File: config.mk
export PLATFORM = sky130hd
export DESIGN_NAME = msc_bot_framer
export DESIGN_NICKNAME = d
export VERILOG_FILES = /design/src/common/msc_pkg.sv /design/src/rtl/msc_bot_framer.sv
export VERILOG_INCLUDE_DIRS = /design/src /design/src/common
export SDC_FILE = /design/constraint.sdc
export NUM_CORES = 1
export LEC_CHECK = 0
export ABC_AREA = 1
export BUFFER_PORTS_ARGS = -buffer_cell sky130_fd_sc_hd__buf_2
export CAP_MARGIN = 20
export CORE_MARGIN = 2
export CORE_UTILIZATION = 66
export CTS_BUF_LIST = sky130_fd_sc_hd__clkbuf_4
export DETAILED_ROUTE_END_ITERATION = 7
export PLACE_DENSITY = 0.87
export SLEW_MARGIN = 10
export SYNTH_ARGS = -nofsm -noshare
export SYNTH_HDL_FRONTEND = slang
export SYNTH_SLANG_ARGS = --single-unit
File: constraint.sdc
create_clock -name CLK -period 9.84 [get_ports CLK]
set_input_delay 0 -clock CLK [delete_from_list [all_inputs] [get_ports CLK]]
set_output_delay 0 -clock CLK [all_outputs]
set_load 0.005 [all_outputs]
File: src/common/msc_defs.svh
// Purpose: Constants for the bulk-only mass storage framer
// Assumes: Byte-wide endpoint streams
// Notes:   Offsets and codes as used on the wire
`ifndef MSC_DEFS_SVH
`define MSC_DEFS_SVH
`define MSC_CBW_SIG     32'h43425355
`define MSC_CSW_SIG     32'h53425355
`define MSC_CBW_LEN     5'h1F
`define MSC_CSW_LEN     5'h0D
`define MSC_OFS_TAG     5'h04
`define MSC_OFS_LEN     5'h08
`define MSC_OFS_FLAGS   5'h0C
`define MSC_OFS_LUN     5'h0D
`define MSC_OFS_CBLEN   5'h0E
`define MSC_OFS_CB      5'h0F
`define MSC_DIR_BIT     7
`define MSC_ST_PASS     8'h00
`define MSC_ST_FAIL     8'h01
`define MSC_ST_PHASE    8'h02
`define MSC_REQ_MAXLUN  8'hFE
`define MSC_REQ_RESET   8'hFF
`define MSC_RT_CLASS    2'h1
`define MSC_SUBCLASS    8'h06
`define MSC_EP_CTRL     4'h0
`define MSC_EP_BULK_OUT 4'h1
`define MSC_MAX_LUN     8'h01
`define MSC_IFACE       16'h0000
`define MSC_FIFO_W      8
`define MSC_FIFO_D      32
`endif

File: src/common/msc_pkg.sv
// Purpose: Types for the bulk-only mass storage framer
// Assumes: Nothing
// Notes:   Command descriptor handed to the command executor
`default_nettype none
package msc_pkg;
    typedef enum logic [1:0] {ST_CBW, ST_CHECK, ST_DATA, ST_CSW} msc_state_e;
    typedef struct packed {
        logic [31:0]  tag;
        logic [31:0]  len;
        logic         dir;
        logic [3:0]   lun;
        logic [4:0]   cblen;
        logic [127:0] cb;
    } msc_cmd_s;
    typedef struct packed {
        logic [7:0]  rtype;
        logic [7:0]  req;
        logic [15:0] index;
    } msc_setup_s;
endpackage : msc_pkg
`default_nettype wire

File: src/rtl/msc_bot_framer.sv
// Purpose: Bulk-only transport command/data/status framer, device side
// Assumes: Device controller presents endpoint bytes with endpoint number
// Notes:   Data-in bytes are buffered in a 32-byte FIFO
//
// What this block does
// - Endpoints are a 0..15 number plus direction IN or OUT.
// - Endpoint 0 always exists and carries control transfers.
// - Commands and data out share bulk OUT endpoint 1; data in and status share bulk IN.
// - Command, data and status all travel on bulk transfers only.
// - Data phase uses bulk IN to host, bulk OUT from host.
// - Status wrapper returns to host on bulk IN.
// - Wrapper bytes: signature, tag, length, flags, unit, cb length, cb.
// - Command signature is 0x43425355, least significant byte first.
// - Host tag is echoed unchanged into the status wrapper.
// - Transfer length counts data bytes; zero means no data phase.
// - Flags bit 7 picks direction: 0 OUT, 1 IN.
// - Logical unit field routes the command to one drive.
// - Status wrapper bytes: signature, tag, residue, status code.
// - Status signature is 0x53425355, least significant byte first.
// - Residue holds untransferred bytes, else zero.
// - Status is 0x00 pass, 0x01 fail, 0x02 phase error only.
// - Subclass code 0x06, SCSI transparent command set.
// - Command block is passed on as a SCSI command.
// - Only requests addressed to this interface are answered.
// - Request 0xFE returns the highest logical unit number.
// - Request 0xFF resets the interface and any command in flight.
`default_nettype none
`include "msc_defs.svh"

module msc_fifo #(
    parameter int W = 8,
    parameter int D = 32
) (
    input  wire logic         clk,
    input  wire logic         arst_n,
    input  wire logic         flush,
    input  wire logic         in_valid,
    input  wire logic [W-1:0] in_data,
    output var  logic         in_ready,
    output var  logic         out_valid,
    output var  logic [W-1:0] out_data,
    input  wire logic         out_ready
);
    localparam int AW = $clog2(D);
    logic [W-1:0] mem [0:D-1];
    logic [AW:0]  wp_reg, wp_next, rp_reg, rp_next, cnt;
    logic         rdy_reg, rdy_next, push, pop;

    assign push      = in_valid & rdy_reg;
    assign pop       = out_valid & out_ready;
    assign out_valid = (wp_reg != rp_reg);
    assign out_data  = mem[rp_reg[AW-1:0]];
    assign in_ready  = rdy_reg;

    // Ready is a flop, so it drops one slot early to never overrun
    always_comb begin
        wp_next  = flush ? '0 : wp_reg + (AW+1)'(push);
        rp_next  = flush ? '0 : rp_reg + (AW+1)'(pop);
        cnt      = wp_next - rp_next;
        rdy_next = cnt < (AW+1)'(D - 1);
    end

    always_ff @(posedge clk) begin
        if (push) begin
            mem[wp_reg[AW-1:0]] <= in_data;
        end
    end

    always_ff @(posedge clk or negedge arst_n) begin
        if (!arst_n) begin
            wp_reg  <= '0;
            rp_reg  <= '0;
            rdy_reg <= 1'b0;
        end else begin
            wp_reg  <= wp_next;
            rp_reg  <= rp_next;
            rdy_reg <= rdy_next;
        end
    end
endmodule : msc_fifo

module msc_bot_framer (
    input  wire logic                CLK,
    input  wire logic                ARST_N,
    input  wire logic [3:0]          OUT_EP,
    input  wire logic                OUT_VALID,
    input  wire logic [7:0]          OUT_DATA,
    input  wire logic                OUT_LAST,
    output var  logic                OUT_READY,
    output var  logic                IN_VALID,
    output var  logic [7:0]          IN_DATA,
    output var  logic                IN_LAST,
    input  wire logic                IN_READY,
    input  wire logic                SETUP_VALID,
    input  wire logic [3:0]          SETUP_EP,
    input  wire msc_pkg::msc_setup_s SETUP,
    output var  logic                MAXLUN_VALID,
    output var  logic [7:0]          MAXLUN_DATA,
    output var  logic [7:0]          SUBCLASS,
    output var  logic                CMD_VALID,
    output var  msc_pkg::msc_cmd_s   CMD,
    output var  logic                BAD_CBW,
    output var  logic                WR_VALID,
    output var  logic [7:0]          WR_DATA,
    input  wire logic                WR_READY,
    input  wire logic                RD_VALID,
    input  wire logic [7:0]          RD_DATA,
    output var  logic                RD_READY,
    input  wire logic                EXEC_DONE,
    input  wire logic [7:0]          EXEC_STATUS
);
    msc_pkg::msc_state_e state_reg, state_next;
    msc_pkg::msc_cmd_s   cmd_reg, cmd_next;
    logic [7:0]  cbw_reg [0:30];
    logic [7:0]  cbw_next [0:30];
    logic [4:0]  ix_reg, ix_next;
    logic [3:0]  pos_reg, pos_next;
    logic [31:0] cnt_reg, cnt_next;
    logic [7:0]  stat_reg, stat_next, ind_reg, ind_next, wrd_reg, wrd_next;
    logic        over_reg, over_next, done_reg, done_next, cmdv_reg, cmdv_next;
    logic        bad_reg, bad_next, inv_reg, inv_next, inl_reg, inl_next;
    logic        wrv_reg, wrv_next, ordy_reg, ordy_next, lunv_reg, lunv_next;
    logic        ob, fpop, fifo_v, setup_ok;
    logic [7:0]  fifo_d;

    function automatic logic [31:0] le32(input logic [4:0] b);
        return {cbw_reg[b + 5'h3], cbw_reg[b + 5'h2], cbw_reg[b + 5'h1], cbw_reg[b]};
    endfunction : le32

    function automatic logic [7:0] csw_byte(input logic [3:0] k);
        logic [31:0] w;
        w = (k < 4'h4) ? `MSC_CSW_SIG : (k < 4'h8) ? cmd_reg.tag : cmd_reg.len - cnt_reg;
        return (k == 4'hC) ? stat_reg : w[8 * k[1:0] +: 8];
    endfunction : csw_byte

    // Data-in bytes from the executor, drained toward bulk IN
    msc_fifo #(.W(`MSC_FIFO_W), .D(`MSC_FIFO_D)) u_fifo (
        .clk       (CLK),
        .arst_n    (ARST_N),
        .flush     (state_reg == msc_pkg::ST_CBW),
        .in_valid  (RD_VALID),
        .in_data   (RD_DATA),
        .in_ready  (RD_READY),
        .out_valid (fifo_v),
        .out_data  (fifo_d),
        .out_ready (fpop)
    );

    // Bytes on any other endpoint are not ours and are ignored
    assign ob       = OUT_VALID & ordy_reg & (OUT_EP == `MSC_EP_BULK_OUT);
    assign setup_ok = SETUP_VALID && SETUP_EP == `MSC_EP_CTRL
                      && SETUP.rtype[6:5] == `MSC_RT_CLASS && SETUP.index == `MSC_IFACE;

    // ----------------------------------------------------------------
    // Framer state
    // ----------------------------------------------------------------
    always_comb begin
        state_next = state_reg;
        cmd_next   = cmd_reg;
        cbw_next   = cbw_reg;
        ix_next    = ix_reg;
        pos_next   = pos_reg;
        cnt_next   = cnt_reg;
        stat_next  = stat_reg;
        over_next  = over_reg;
        done_next  = done_reg;
        ind_next   = ind_reg;
        inl_next   = inl_reg;
        wrd_next   = wrd_reg;
        inv_next   = inv_reg & ~IN_READY;
        wrv_next   = wrv_reg & ~WR_READY;
        cmdv_next  = 1'b0;
        bad_next   = 1'b0;
        lunv_next  = 1'b0;
        fpop       = 1'b0;
        if (EXEC_DONE) begin
            done_next = 1'b1;
            // Reserved codes never leave the block
            stat_next = (EXEC_STATUS > `MSC_ST_PHASE) ? `MSC_ST_PHASE : EXEC_STATUS;
        end
        case (state_reg)
            msc_pkg::ST_CBW: begin
                if (ob) begin
                    if (ix_reg < `MSC_CBW_LEN) begin
                        cbw_next[ix_reg] = OUT_DATA;
                        ix_next          = ix_reg + 5'h1;
                    end else begin
                        over_next = 1'b1;
                    end
                    if (OUT_LAST) begin
                        state_next = msc_pkg::ST_CHECK;
                    end
                end
            end
            msc_pkg::ST_CHECK: begin
                ix_next   = '0;
                over_next = 1'b0;
                if (!over_reg && ix_reg == `MSC_CBW_LEN
                    && le32('0) == `MSC_CBW_SIG) begin
                    cmd_next.tag   = le32(`MSC_OFS_TAG);
                    cmd_next.len   = le32(`MSC_OFS_LEN);
                    cmd_next.dir   = cbw_reg[`MSC_OFS_FLAGS][`MSC_DIR_BIT];
                    cmd_next.lun   = cbw_reg[`MSC_OFS_LUN][3:0];
                    cmd_next.cblen = cbw_reg[`MSC_OFS_CBLEN][4:0];
                    for (int i = 0; i < 16; i++) begin
                        cmd_next.cb[8*i +: 8] = cbw_reg[`MSC_OFS_CB + 5'(i)];
                    end
                    cmdv_next  = 1'b1;
                    cnt_next   = '0;
                    done_next  = 1'b0;
                    state_next = msc_pkg::ST_DATA;
                end else begin
                    bad_next   = 1'b1;
                    state_next = msc_pkg::ST_CBW;
                end
            end
            msc_pkg::ST_DATA: begin
                // Byte count capped at the length; zero length moves nothing
                if (cmd_reg.dir) begin
                    if (fifo_v && cnt_reg < cmd_reg.len && (!inv_reg || IN_READY)) begin
                        fpop     = 1'b1;
                        inv_next = 1'b1;
                        ind_next = fifo_d;
                        inl_next = 1'b0;
                        cnt_next = cnt_reg + 32'h1;
                    end
                end else if (ob && cnt_reg < cmd_reg.len) begin
                    wrv_next = 1'b1;
                    wrd_next = OUT_DATA;
                    cnt_next = cnt_reg + 32'h1;
                end
                if (done_reg && !wrv_reg && !inv_reg) begin
                    ix_next    = '0;
                    state_next = msc_pkg::ST_CSW;
                end
            end
            msc_pkg::ST_CSW: begin
                if (inv_reg && IN_READY && inl_reg) begin
                    ix_next    = '0;
                    state_next = msc_pkg::ST_CBW;
                end else if ((!inv_reg || IN_READY) && ix_reg < `MSC_CSW_LEN) begin
                    inv_next = 1'b1;
                    ind_next = csw_byte(ix_reg[3:0]);
                    pos_next = ix_reg[3:0];
                    inl_next = (ix_reg == `MSC_CSW_LEN - 5'h1);
                    ix_next  = ix_reg + 5'h1;
                end
            end
            default: begin
                state_next = msc_pkg::ST_CBW;
            end
        endcase
        if (setup_ok && SETUP.req == `MSC_REQ_MAXLUN) begin
            lunv_next = 1'b1;
        end
        if (setup_ok && SETUP.req == `MSC_REQ_RESET) begin
            state_next = msc_pkg::ST_CBW;
            ix_next    = '0;
            over_next  = 1'b0;
            done_next  = 1'b0;
            inv_next   = 1'b0;
            wrv_next   = 1'b0;
            cmdv_next  = 1'b0;
        end
        // Registered ready: in the data phase one accept, then a gap while the byte drains
        ordy_next = (state_next == msc_pkg::ST_CBW)
                    || (state_next == msc_pkg::ST_DATA && !cmd_next.dir
                        && cnt_next < cmd_next.len && !wrv_next && !ob);
    end

    always_ff @(posedge CLK or negedge ARST_N) begin
        if (!ARST_N) begin
            state_reg <= msc_pkg::ST_CBW;
            cmd_reg   <= '0;
            cbw_reg   <= '{default: 8'h00};
            ix_reg    <= '0;
            pos_reg   <= '0;
            cnt_reg   <= '0;
            stat_reg  <= `MSC_ST_PASS;
            over_reg  <= 1'b0;
            done_reg  <= 1'b0;
            ind_reg   <= '0;
            inl_reg   <= 1'b0;
            inv_reg   <= 1'b0;
            wrd_reg   <= '0;
            wrv_reg   <= 1'b0;
            cmdv_reg  <= 1'b0;
            bad_reg   <= 1'b0;
            lunv_reg  <= 1'b0;
            ordy_reg  <= 1'b0;
        end else begin
            state_reg <= state_next;
            cmd_reg   <= cmd_next;
            cbw_reg   <= cbw_next;
            ix_reg    <= ix_next;
            pos_reg   <= pos_next;
            cnt_reg   <= cnt_next;
            stat_reg  <= stat_next;
            over_reg  <= over_next;
            done_reg  <= done_next;
            ind_reg   <= ind_next;
            inl_reg   <= inl_next;
            inv_reg   <= inv_next;
            wrd_reg   <= wrd_next;
            wrv_reg   <= wrv_next;
            cmdv_reg  <= cmdv_next;
            bad_reg   <= bad_next;
            lunv_reg  <= lunv_next;
            ordy_reg  <= ordy_next;
        end
    end

    assign OUT_READY    = ordy_reg;
    assign IN_VALID     = inv_reg;
    assign IN_DATA      = ind_reg;
    assign IN_LAST      = inl_reg;
    assign WR_VALID     = wrv_reg;
    assign WR_DATA      = wrd_reg;
    assign CMD_VALID    = cmdv_reg;
    assign CMD          = cmd_reg;
    assign BAD_CBW      = bad_reg;
    assign MAXLUN_VALID = lunv_reg;
    assign MAXLUN_DATA  = `MSC_MAX_LUN;
    assign SUBCLASS     = `MSC_SUBCLASS;
endmodule : msc_bot_framer
`default_nettype wire

# Word-level counts from Yosys, hierarchy flattened
# Memories as Yosys holds them, arrays and structs flattened.
# Index checks and enable logic that the tools add are counted.
# W data, S select, Z words.
dict set report op_classes {
  addsub 6
  order_cmp 10
  eq_ne 22
  shifts 1
  mux 69
  n_bitwise 10
  reduce_logical 40
}
# operator n
set ops {}
lappend ops {{$mux W170} 2}
lappend ops {{$bwmux W248} 1}
lappend ops {{$mux W32} 6}
lappend ops {{$lt A32 B32 Y1} 2}
lappend ops {{$pmux W32 S2} 1}
lappend ops {{$mux W8} 7}
lappend ops {{$demux W8 S5} 1}
lappend ops {{$add A32 B1 Y32 const B} 1}
lappend ops {{$eq A32 B31 Y1 const B} 1}
lappend ops {{$shiftx A32 B6 Y8} 1}
lappend ops {{$sub A32 B32 Y32} 1}
lappend ops {{$mux W1} 31}
lappend ops {{$mux W5} 6}
lappend ops {{$logic_and A1 B1 Y1} 20}
lappend ops {{$pmux W5 S4} 1}
lappend ops {{$eq A8 B8 Y1 const B} 2}
lappend ops {{$logic_not A16 Y1} 1}
lappend ops {{$pmux W8 S2} 1}
lappend ops {{$add A6 B1 Y6} 2}
lappend ops {{$mux W2} 6}
lappend ops {{$mux W6} 2}
lappend ops {{$ne A3 B3 Y1 const B} 4}
lappend ops {{$reduce_and A3 Y1} 3}
lappend ops {{$gt A8 B2 Y1 const B} 1}
lappend ops {{other kinds (32)} 54}
dict set report totals {
  regBits 535
  ram_bits 256
  in_bits 73
  output_inout_bits 242
  wordCells 214
  mem_count 1
}
# memory words word_bits rd rd_ports_with_merged_regs write_ports line
set memory_table {}
lappend memory_table {u_fifo.mem 32 8 1 0 1 msc_bot_framer.sv:45} ;# logic [W-1:0] mem [0:D-1];

# Depth between registers and ports, before layout
# Gate-level depths: netlist of the first run.
dict set report logic_depth {
  word_depth 12
  depth_mapped 33
  ltp_nobuf 33
}

# Modules after synthesis
# From an unflattened synthesis of the first run, not the netlist that was laid out.
dict set report unflattened {
  cells_unflattened 3822
  area_unflattened_um2 34743.3
}
# module n_inst cells_per_inst area_each_um2 seq_area_each_um2
set modules_own_cells {}
lappend modules_own_cells {msc_bot_framer 1 2809 23383.7 12712.2}
lappend modules_own_cells {msc_fifo 1 1013 11359.6 8012.7}

# Worst setup path after synthesis of the first run
# No wires, ideal clock.
dict set report synth_path {
  kind {flip-flop to flip-flop}
  startpoint {register cmd_reg (netlist bit CMD[138])}
  endpoint {register ordy_reg (netlist: OUT_READY)}
  setup_ns 0.065
  t_arrival_ns 3.891
  required_time_ns 9.775
  slack_ns 5.885
  stages_incl_launch_ff 33
  path_buffers 0
  synth_period_minus_slack_ns 3.955
  path_cell_list {dfrtp_1 > inv_1 > ha_1 > fa_1 > inv_1 > nand3_1 > nand2_1 > nand2_1 > nand2_2 > nand2_1 > nand2_2 > nand2_2 > nand2_4 > nand3_2 > nand2_4 > inv_4 > nor3_4 > nand4_2 > nor2_4 > nand4_4 > clkinv_2 > a21oi_1 > o22ai_1 > ha_1 > a21oi_1 > nor2_1 > a211oi_1 > nor2_1 > nor4_1 > nand2_1 > nor3_1 > nand2_1 > nand2_1}
}
dict set report synth_between {
  elab_chain_cells 11
  word_cells_on_any_way 20
  classes_between {order compare: 2; mux: 10; reduce/logical: 8}
}
# item line
set synth_rtl {}
lappend synth_rtl {{start: declaration} msc_bot_framer.sv:113} ;# msc_pkg::msc_cmd_s cmd_reg, cmd_next;
lappend synth_rtl {{start signal: assignment} msc_bot_framer.sv:293} ;# cmd_reg <= cmd_next;
lappend synth_rtl {{$lt A32 B32 Y1 (*)} {msc_bot_framer.sv:220, msc_bot_framer.sv:227}}
lappend synth_rtl {{$logic_and A1 B1 Y1 (2 in a row)} msc_bot_framer.sv:220} ;# if (fifo_v && cnt_reg < cmd_reg.len && (!inv_reg || IN_READY)) begin
lappend synth_rtl {{$mux W32} msc_bot_framer.sv:220}
lappend synth_rtl {{$mux W32 (*)} msc_bot_framer.sv:219} ;# if (cmd_reg.dir) begin
lappend synth_rtl {{$pmux W32 S2 (*)} msc_bot_framer.sv:181} ;# case (state_reg)
lappend synth_rtl {{net cnt_next[25]} msc_bot_framer.sv:118} ;# logic [31:0] cnt_reg, cnt_next;
lappend synth_rtl {{$lt A32 B32 Y1 (*)} msc_bot_framer.sv:268} ;# && cnt_next < cmd_next.len && !wrv_next && !ob);
lappend synth_rtl {{$logic_and A1 B1 Y1 (*) (3 in a row)} msc_bot_framer.sv:268}
lappend synth_rtl {{$logic_or A1 B1 Y1 (*)} msc_bot_framer.sv:267} ;# || (state_next == msc_pkg::ST_DATA && !cmd_next.dir
lappend synth_rtl {{net ordy_next} msc_bot_framer.sv:122} ;# logic wrv_reg, wrv_next, ordy_reg, ordy_next, lunv_reg, lunv_next;
lappend synth_rtl {{end signal: assignment} msc_bot_framer.sv:309} ;# ordy_reg <= ordy_next;
lappend synth_rtl {{end: declaration} msc_bot_framer.sv:122}
# Mark *: on every way through the listed nets, which the timed path passes. The rest lies on a longest branch.
# A chain may end at the register's enable or synchronous reset.

# Final worst setup path of the first run
dict set report layout_path {
  startpoint {register ix_reg[3]}
  endpoint {register ordy_reg (netlist: OUT_READY)}
}
dict set report layout_between {
  word_cells_on_any_way 19
  classes_between {order compare: 1; eq/ne: 2; mux: 7; reduce/logical: 9}
}
# item line
set layout_lines {}
lappend layout_lines {{start: declaration} msc_bot_framer.sv:116} ;# logic [4:0] ix_reg, ix_next;
lappend layout_lines {{start signal: assignment} msc_bot_framer.sv:295} ;# ix_reg <= ix_next;
lappend layout_lines {{$eq A5 B5 Y1 (no line)} -}
lappend layout_lines {{$logic_and A1 B1 Y1 (no line) (2 in a row)} -}
lappend layout_lines {{$mux W32} msc_bot_framer.sv:198} ;# if (!over_reg && ix_reg == `MSC_CBW_LEN
lappend layout_lines {{$pmux W32 S2} msc_bot_framer.sv:181}
lappend layout_lines {{net cnt_next[25]} msc_bot_framer.sv:118}
lappend layout_lines {{$lt A32 B32 Y1} msc_bot_framer.sv:268}
lappend layout_lines {{$logic_and A1 B1 Y1 (3 in a row)} msc_bot_framer.sv:268}
lappend layout_lines {{$logic_or A1 B1 Y1} msc_bot_framer.sv:267}
lappend layout_lines {{net ordy_next} msc_bot_framer.sv:122}
# The timed path passes the listed nets, and every way through them passes these cells.

==> results of run 1 <==
## worst reg2reg max path: stages (launching register included)
cell and delay (ns):
dfrtp_1 0.75, nand2_1 0.40, nor2_1 0.09, ha_1 0.22, nand2_1 0.07, inv_1 0.04, nand4_1 0.09, nand2_1 0.18
nand2_1 0.42, clkinv_1 0.84, o22ai_1 0.55, ha_1 0.31, a21oi_1 0.20, nor2_1 0.06, a211oi_1 0.20, nor2_1 0.09
nor4_1 0.28, nand2_1 0.14, nor3_1 0.17, nand2_1 0.07, nand2_1 0.06
## stage by stage
step	util [%]	hold WS, ns	instances	worst slack [ns]	area [um2]
finish	76.3	0.0572	4910	4.56	39200
CTS	76.3	0.000951	4903	4.71	39100
detailed placement	70.1	0.0756	4502	4.78	36000
floorplan	-	-0.296	3703	5.88	34300
global route	76.3	0.0295	4908	4.29	39200
global placement	70.1	0.0749	4502	4.83	36000
## report_power, final
part | leakage [nW] | switching, mW | internal [mW]
registers | 9.54 | 0.0900 | 3.43
clock network | 1.48 | 1.34 | 1.45
logic | 7.86 | 0.919 | 0.428
## cells by family (layout without fill, tap and decap cells)
logic type / after synthesis / after routing / synth area share [%]
AOI/OAI and AO/OA: 788 / 788 / 12.4
xor gates and xnor gates: 16 / 16 / 0.410
adders and majority gates: 84 / 84 / 3.12
buffers and inverters: 445 / 966 / 5.09
DFF: 777 / 777 / 60.6
other: 2 / 22 / 0.0220
and+or+nand+nor: 1577 / 1577 / 18.4
## timing repair
item                                   4_1_cts  5_1_grt
setup endpoints to repair                    0        0
endpoints found under the hold margin      822        0
hold buffers                                61        0
## per-layer routing
layer  GRT usage, %  wire length [um]  vias to the layer above
met5              0                37                        -
met4           15.3              3390                        2
met3           9.53             11500                      260
met2           53.6             43600                     1732
met1           51.6             38500                    13700
li1               -                 -                    13200
## cells in the mapped netlist, types with 3 or more instances
cell type	n	area share, %
edfxtp_1	256	22
nor2_1	348	3.8
a21oi_1	127	1.9
buf_4	16	0.35
o22ai_1	85	1.6
inv_1	246	2.7
o221ai_1	7	0.18
buf_2	6	0.088
a22oi_1	3	0.066
o21bai_1	3	0.066
ha_1	82	3.0
nand2_1	1062	12
clkinv_1	4	0.044
xor2_1	11	0.28
nor4_1	10	0.18
a31oi_1	8	0.15
o21ai_0	503	7.4
buf_1	6	0.066
a211oi_1	9	0.20
o32ai_1	11	0.28
o21ai_1	11	0.16
dfrtp_1	521	38
nand3b_1	6	0.13
a21o_1	4	0.088
nand3_1	63	0.92
nand4_1	17	0.31
xnor2_1	5	0.13
nor3_1	41	0.60
or2_2	7	0.13
o211ai_1	6	0.13
nand2_2	4	0.073
clkbuf_1	164	1.8
## worst paths after layout
| path | startpoint | to | slack (ns) | cells past startpoint |
|---|---|---|---|---|
| setup / recovery | ix_reg[3]$_DFFE_PN0P_ | OUT_READY$_DFF_PN0_ | 4.56 | 20 |
| hold / removal | RD_DATA[0] | u_fifo.mem[9][0]$_DFFE_PP_ | 0.06 | 2 |
| setup reg to reg | ix_reg[3]$_DFFE_PN0P_ | OUT_READY$_DFF_PN0_ | 4.56 | 20 |
| hold reg to reg | cbw_reg[185]$_DFFE_PN0P_ | CMD[195]$_DFFE_PN0P_ | 0.46 | 2 |
| max in group asynchronous | ARST_N | cbw_reg[25]$_DFFE_PN0P_ | 8.05 | 5 |
| min in group asynchronous | ARST_N | cbw_reg[173]$_DFFE_PN0P_ | 0.07 | 4 |
## cell type report
type | instances | area [um2] | share of cell area (%)
Sequential cell | 777 | 20700 | 52.9
Multi-Input combinational cell | 2481 | 11800 | 30.2
Timing Repair Buffer | 373 | 2290 | 5.84
Clock buffer | 283 | 2120 | 5.43
Inverter | 253 | 956 | 2.44
Tap cell | 680 | 851 | 2.17
Clock inverter | 57 | 383 | 0.978
Antenna cell | 6 | 15.0 | 0.0383
==> results.md, run 1 <==
- Status: finished, final reports clean
- Largest delay share family, worst path: simple AND/OR/NAND/NOR gates
- Die width: 232 um
- Post-Route WL: 97.0 mm
- RSZ-0062 raised after global routing: no
- Core region area: approximately 50000 um2
- WS Path Type: register to register
- Power Total: 7.66 mW
- CP bufs+invs: 2
- Crit path max fanout: 29
- Slew HR: roughly a fifth
- Most frequent cells in the layout: nand2_1, dfrtp_1, o21ai_0, nor2_1, buf_2
- Dpl hpwl: between 50 and 60 mm
- Initial Utilization: 66.7%
- Sequential fraction of the synthesis area: between 60% and 70%
- CTS Buf Count: 190
- Final hold violation count: 0
- Share of layout cells above drive strength 1: roughly 15%
- Post-CTS sizing: 0
- Drt initial violations: ~4.0k
- Total track usage: 36.3%
- YS warnings: 0
- Initial antenna violation count: 3
- MaxCap Viol Count: 0
- DR pass1 iterations: 6
- Most frequent CP cell: nand2_1
- Count of final max-slew check failures: 0
- Critical path required time: around 11 ns
- IO Port Bufs: around 290
- VDD IR-drop max: 0.151 mV
- Syn Area/Cell: just over 9 um2
- Max Fclk: around 190 MHz
- Root buf cell: clkbuf_4
- Synth unique cells: 60
- First-pass GRT wire length: approximately 150 mm
- Tmin final: 5.28 ns
- Grt ovf: 0
- CTS H-Tree Depth: 4
- Avg WL per Cell: a little under 20 um
- Hold Path Class: input port to register
- Setup TNS: 0 ns
- Area of the die: ~54000 um2
- PD cells: slightly below 200 nW/um2
- Asr flop ratio synth: approximately two thirds
- Via Count: between 20k and 30k
- Synth Flop Type: dfrtp_1
- Crit path DAT: roughly 6.2 ns
- Row Count: 83
- CP endpoint kind: register
- # Post-CTS Setup Buffers: 0
- # DRC: 0
- CTS tree: built
- Worst stage delay on the critical path: about 0.84 ns
- Vias/cell: approximately 5.9
- Startpoint Class: register
- Vias in the first global route: 27.3k
- # nets final: roughly 4.2k
- TritonCTS Sinks: 777
- Antenna-violating nets left: 0
- Most common cell after layout, fill and taps aside: nand2_1
- Slowest-stage cell, CP: clkinv_1
- Final GP Congestion: around 0.93
- Top Ports: between 300 and 400
- Pin count of the biggest net entering global routing: 180
- Max Clock Skew: between 0.07 and 0.08 ns
- EDFF count, synth: between 200 and 300
- Slew at the pin with the worst max-slew slack: 1.18 ns
- P&R area growth vs syn: 14.5%
- Tcrit/Tclk final: 53.7%
- Post-Syn Instances: around 3.7k
- Lkg Pwr: around 19 nW
- Clock buffer depth: 3
- Max reg flops: 256
- Critical Path, Cell by Cell: nand2_1, nor2_1, ha_1, nand2_1, inv_1, nand4_1, nand2_1, nand2_1, clkinv_1, o22ai_1, ha_1, a21oi_1, nor2_1, a211oi_1, nor2_1, nor4_1, nand2_1, nor3_1, nand2_1, nand2_1
- CTS clk-pin slew, worst paths: 0.08 ns
- Fill count: about 3.5k
- Seq cells post-synth: about 780
- Die H: around 230 um
- Mapped Area: 34200 um2
- Clock latency on the worst-skew pair: between 1 and 1.5 ns
- Final setup viols: 0
(Power assumes the default switching activity.)
==> inputs of run 2 (changes only) <==
--- a/config.mk
+++ b/config.mk
@@ -10,10 +10,10 @@
 export BUFFER_PORTS_ARGS = -buffer_cell sky130_fd_sc_hd__buf_2
 export CAP_MARGIN = 20
 export CORE_MARGIN = 2
-export CORE_UTILIZATION = 66
+export CORE_UTILIZATION = 56
 export CTS_BUF_LIST = sky130_fd_sc_hd__clkbuf_4
 export DETAILED_ROUTE_END_ITERATION = 7
-export PLACE_DENSITY = 0.87
+export PLACE_DENSITY = 0.79
 export SLEW_MARGIN = 10
 export SYNTH_ARGS = -nofsm -noshare
 export SYNTH_HDL_FRONTEND = slang
==> constraint.sdc (replaced) <==
create_clock -name CLK -period 4.46 [get_ports CLK]
set_input_delay 0 -clock CLK [delete_from_list [all_inputs] [get_ports CLK]]
set_output_delay 0 -clock CLK [all_outputs]
set_load 0.005 [all_outputs]
==> run 2 against run 1 <==
Clock power increased by 120%. Count of clock-buffer cells in the layout increased by 2. Via count decreased by 0.72%. Global-route usage decreased by 4.8 points. Combinational power increased by 150%. Die area increased by 18%. Total power increased by 120%. Sequential power increased by 120%. First-iteration DRC count decreased by 24%. Critical path type unchanged. Largest cell class unchanged. Largest power group unchanged.
==> results.md, run 2 (synthesized netlist as in run 1, its figures left out) <==
- Clock buffer depth: 3 (unchanged)
- Die width: 251 um (+8.4%)
- Status: finished, final reports clean
- TritonCTS Sinks: 777 (unchanged)
- # nets final: 4303 (+1.7%)
- Core region area: 60400 um2 (+18%)
- Avg WL per Cell: 19.5 um (-1.1%)
- Most common cell after layout, fill and taps aside: nand2_1
- Lkg Pwr: 19.2 nW (+1.8%)
- Die H: 251 um (+8.4%)
- Worst R2R Setup Slack: 0.04 ns (-4.52 ns)
- Setup TNS: 0 ns (unchanged)
- Crit path max fanout: 6 (-79%)
- Pin count of the biggest net entering global routing: 132 (-27%)
- Tmin final: 4.42 ns (-0.857 ns)
- VDD IR-drop max: 0.289 mV (+91%)
- CP bufs+invs: 4 (+2)
- Crit path DAT: 5.43 ns (-0.81 ns)
- Startpoint Class: register
- Worst R2R End: OUT_READY$_DFF_PN0_
- CP endpoint kind: register
- Largest delay share family, worst path: simple AND/OR/NAND/NOR gates
- P&R area growth vs syn: 16.8%
- Clock latency on the worst-skew pair: 1.08 ns (about the same)
- Root buf cell: clkbuf_4
- Initial Utilization: 56.7% (-10 points)
- IO Port Bufs: 292 (unchanged)
- Via Count: 28.6k (-0.72%)
- Critical path required time: 5.47 ns (-5.33 ns)
- CTS Buf Count: 194 (+2.1%)
- Max Fclk: 226 MHz (+19%)
- DR pass1 iterations: 8 (+2)
- # DRC: 0 (unchanged)
- Slew HR: 32.8% (+12 points)
- Vias in the first global route: 27.3k (-0.040%)
- Max Clock Skew: 0.0805 ns (+0.00571 ns)
- WS Path Type: register to register
- Min-delay src: IN_READY
- Slowest-stage cell, CP: fa_2
- CTS H-Tree Depth: 4 (unchanged)
- Most frequent cells in the layout: nand2_1, dfrtp_1, o21ai_0, nor2_1, buf_2
- Dpl hpwl: 62.3 mm (+5.6%)
- Final hold violation count: 0 (unchanged)
- First-pass GRT wire length: 153 mm (+2.5%)
- Hold Path Depth: 7 (+5)
- Initial antenna violation count: 3 (unchanged)
- Count of final max-slew check failures: 0 (unchanged)
- Stages on the worst setup path: 31 (+55%)
- CTS clk-pin slew, worst paths: 0.07 ns (about the same)
- Antenna-violating nets left: 0 (unchanged)
- Post-DP Area: 36500 um2 (+1.5%)
- Setup ws final: 0.0370 ns (-4.52 ns)
- Top Ports: 315 (unchanged)
- Reg2reg start: cnt_reg[0]$_DFF_PN0_
- Critical Path Sink: OUT_READY$_DFF_PN0_
- CTS tree: built
- Crit path from: cnt_reg[0]$_DFF_PN0_
- Vias/cell: 5.64 (-4.0%)
- Place WS: 0.113 ns (-4.67 ns)
- Tcrit/Tclk final: 99.2% (+46 points)
- Grt ovf: 0 (unchanged)
- Most frequent CP cell: nand2_2
- Area of the multi-input gates: 11900 um2 (+1.1%)
- Area of the die: 63100 um2 (+18%)
- MaxCap Viol Count: 0 (unchanged)
- PD cells: 428 nW/um2 (+120%)
- Max reg flops: 256 (unchanged)
- Worst-case reg-to-reg path depth: 31 (+55%)
- RSZ-0062 raised after global routing: yes
- Hold Path Class: input port to register
- Slew at the pin with the worst max-slew slack: 1.01 ns (-0.170 ns)
- Register area: 20700 um2 (unchanged)
- Drt initial violations: 3048 (-24%)
- Share of layout cells above drive strength 1: 17.1% (+1.7 points)
- Row Count: 90 (+8.4%)
- Post-Route WL: 99.1 mm (+2.3%)
- Worst stage delay on the critical path: 0.41 ns (-0.43 ns)
- Core Util, Final: 66.2% (-10 points)
- Design area: 40000 um2 (+2.1%)
- Final setup viols: 0 (unchanged)
- Total track usage: 31.5% (-4.8 points)
- Fill count: 4815 (+39%)
- Final GP Congestion: 0.959 (+3.1%)
==> run 2: changes by cell type in the layout (fill, tap and decap cells not counted), sizes merged, moves of 2 or more <==
cell,before,now
buf,313,368
inv,252,258
clkinv,50,47
clkbuf,283,285
dlygate4sd3,60,71
clkinvlp,3,1
bufinv,5,1
==> run 2: report_power, final <==
part	internal [mW]	total (mW)	switching (mW)
clock	3.02	6.03	3.00
sequential	7.58	7.73	0.147
combinational	1.11	3.36	2.26
==> run 2: stage by stage <==
| stage | instances | hold WS (ns) | power [mW] |
|---|---|---|---|
| floorplan | 3703 | -0.296 | 9.87 |
| finish | 5076 | 0.137 | 17.1 |
| detailed placement | 4654 | 0.156 | 10.9 |
| CTS | 5065 | 0.0127 | 17.0 |
| global route | 5076 | 0.111 | 17.9 |
| global placement | 4654 | 0.156 | 10.9 |
==> run 2: worst min-delay path by stage <==
stage	end	slack, ns
after detailed placement	cbw_reg[174]$_DFFE_PN0P_	0.16
after global routing	cbw_reg[208]$_DFFE_PN0P_	0.11
after floorplan	BAD_CBW$_DFF_PN0_	-0.30
after CTS	cbw_reg[208]$_DFFE_PN0P_	0.01
after global placement	cbw_reg[173]$_DFFE_PN0P_	0.16
final	IN_VALID$_DFF_PN0_	0.14
==> run 2: layer usage <==
layer / up-vias / part of all wire (%) / GRT usage (%)
met3: 228 / 10 / 7.91
met4: 2 / 3.8 / 14.7
li1: 13300 / - / -
met1: 13600 / 42 / 44.8
met5: - / 0.013 / 0
met2: 1466 / 44 / 46.0
==> run 2: worst register-to-register path, delay by kind of cell (launching register included) <==
| family | cells | cell delay, ns |
|---|---|---|
| DFF | 1 | 0.39 |
| buffers and inverters | 4 | 0.27 |
| adders and majority gates | 3 | 0.89 |
| AOI/OAI and AO/OA | 3 | 0.36 |
| and+or+nand+nor | 21 | 2.44 |
==> run 2: timing repair <==
item,CTS,global route
resized for setup,0,30
buffers inserted,0,4
hold buffers,72,0
endpoints found under the setup margin,0,2
endpoints found under the hold margin,1071,0
==> run 2: layout make-up <==
| cell class | instances | share of cell area [%] |
|---|---|---|
| antenna | 5 | 0.0313 |
| multi-input combinational | 2481 | 29.9 |
| sequential | 777 | 51.9 |
| clock buffer | 285 | 5.35 |
| clock inverter | 54 | 0.858 |
| tap | 782 | 2.45 |
| inverter | 253 | 2.39 |
| timing repair buffer | 439 | 7.16 |
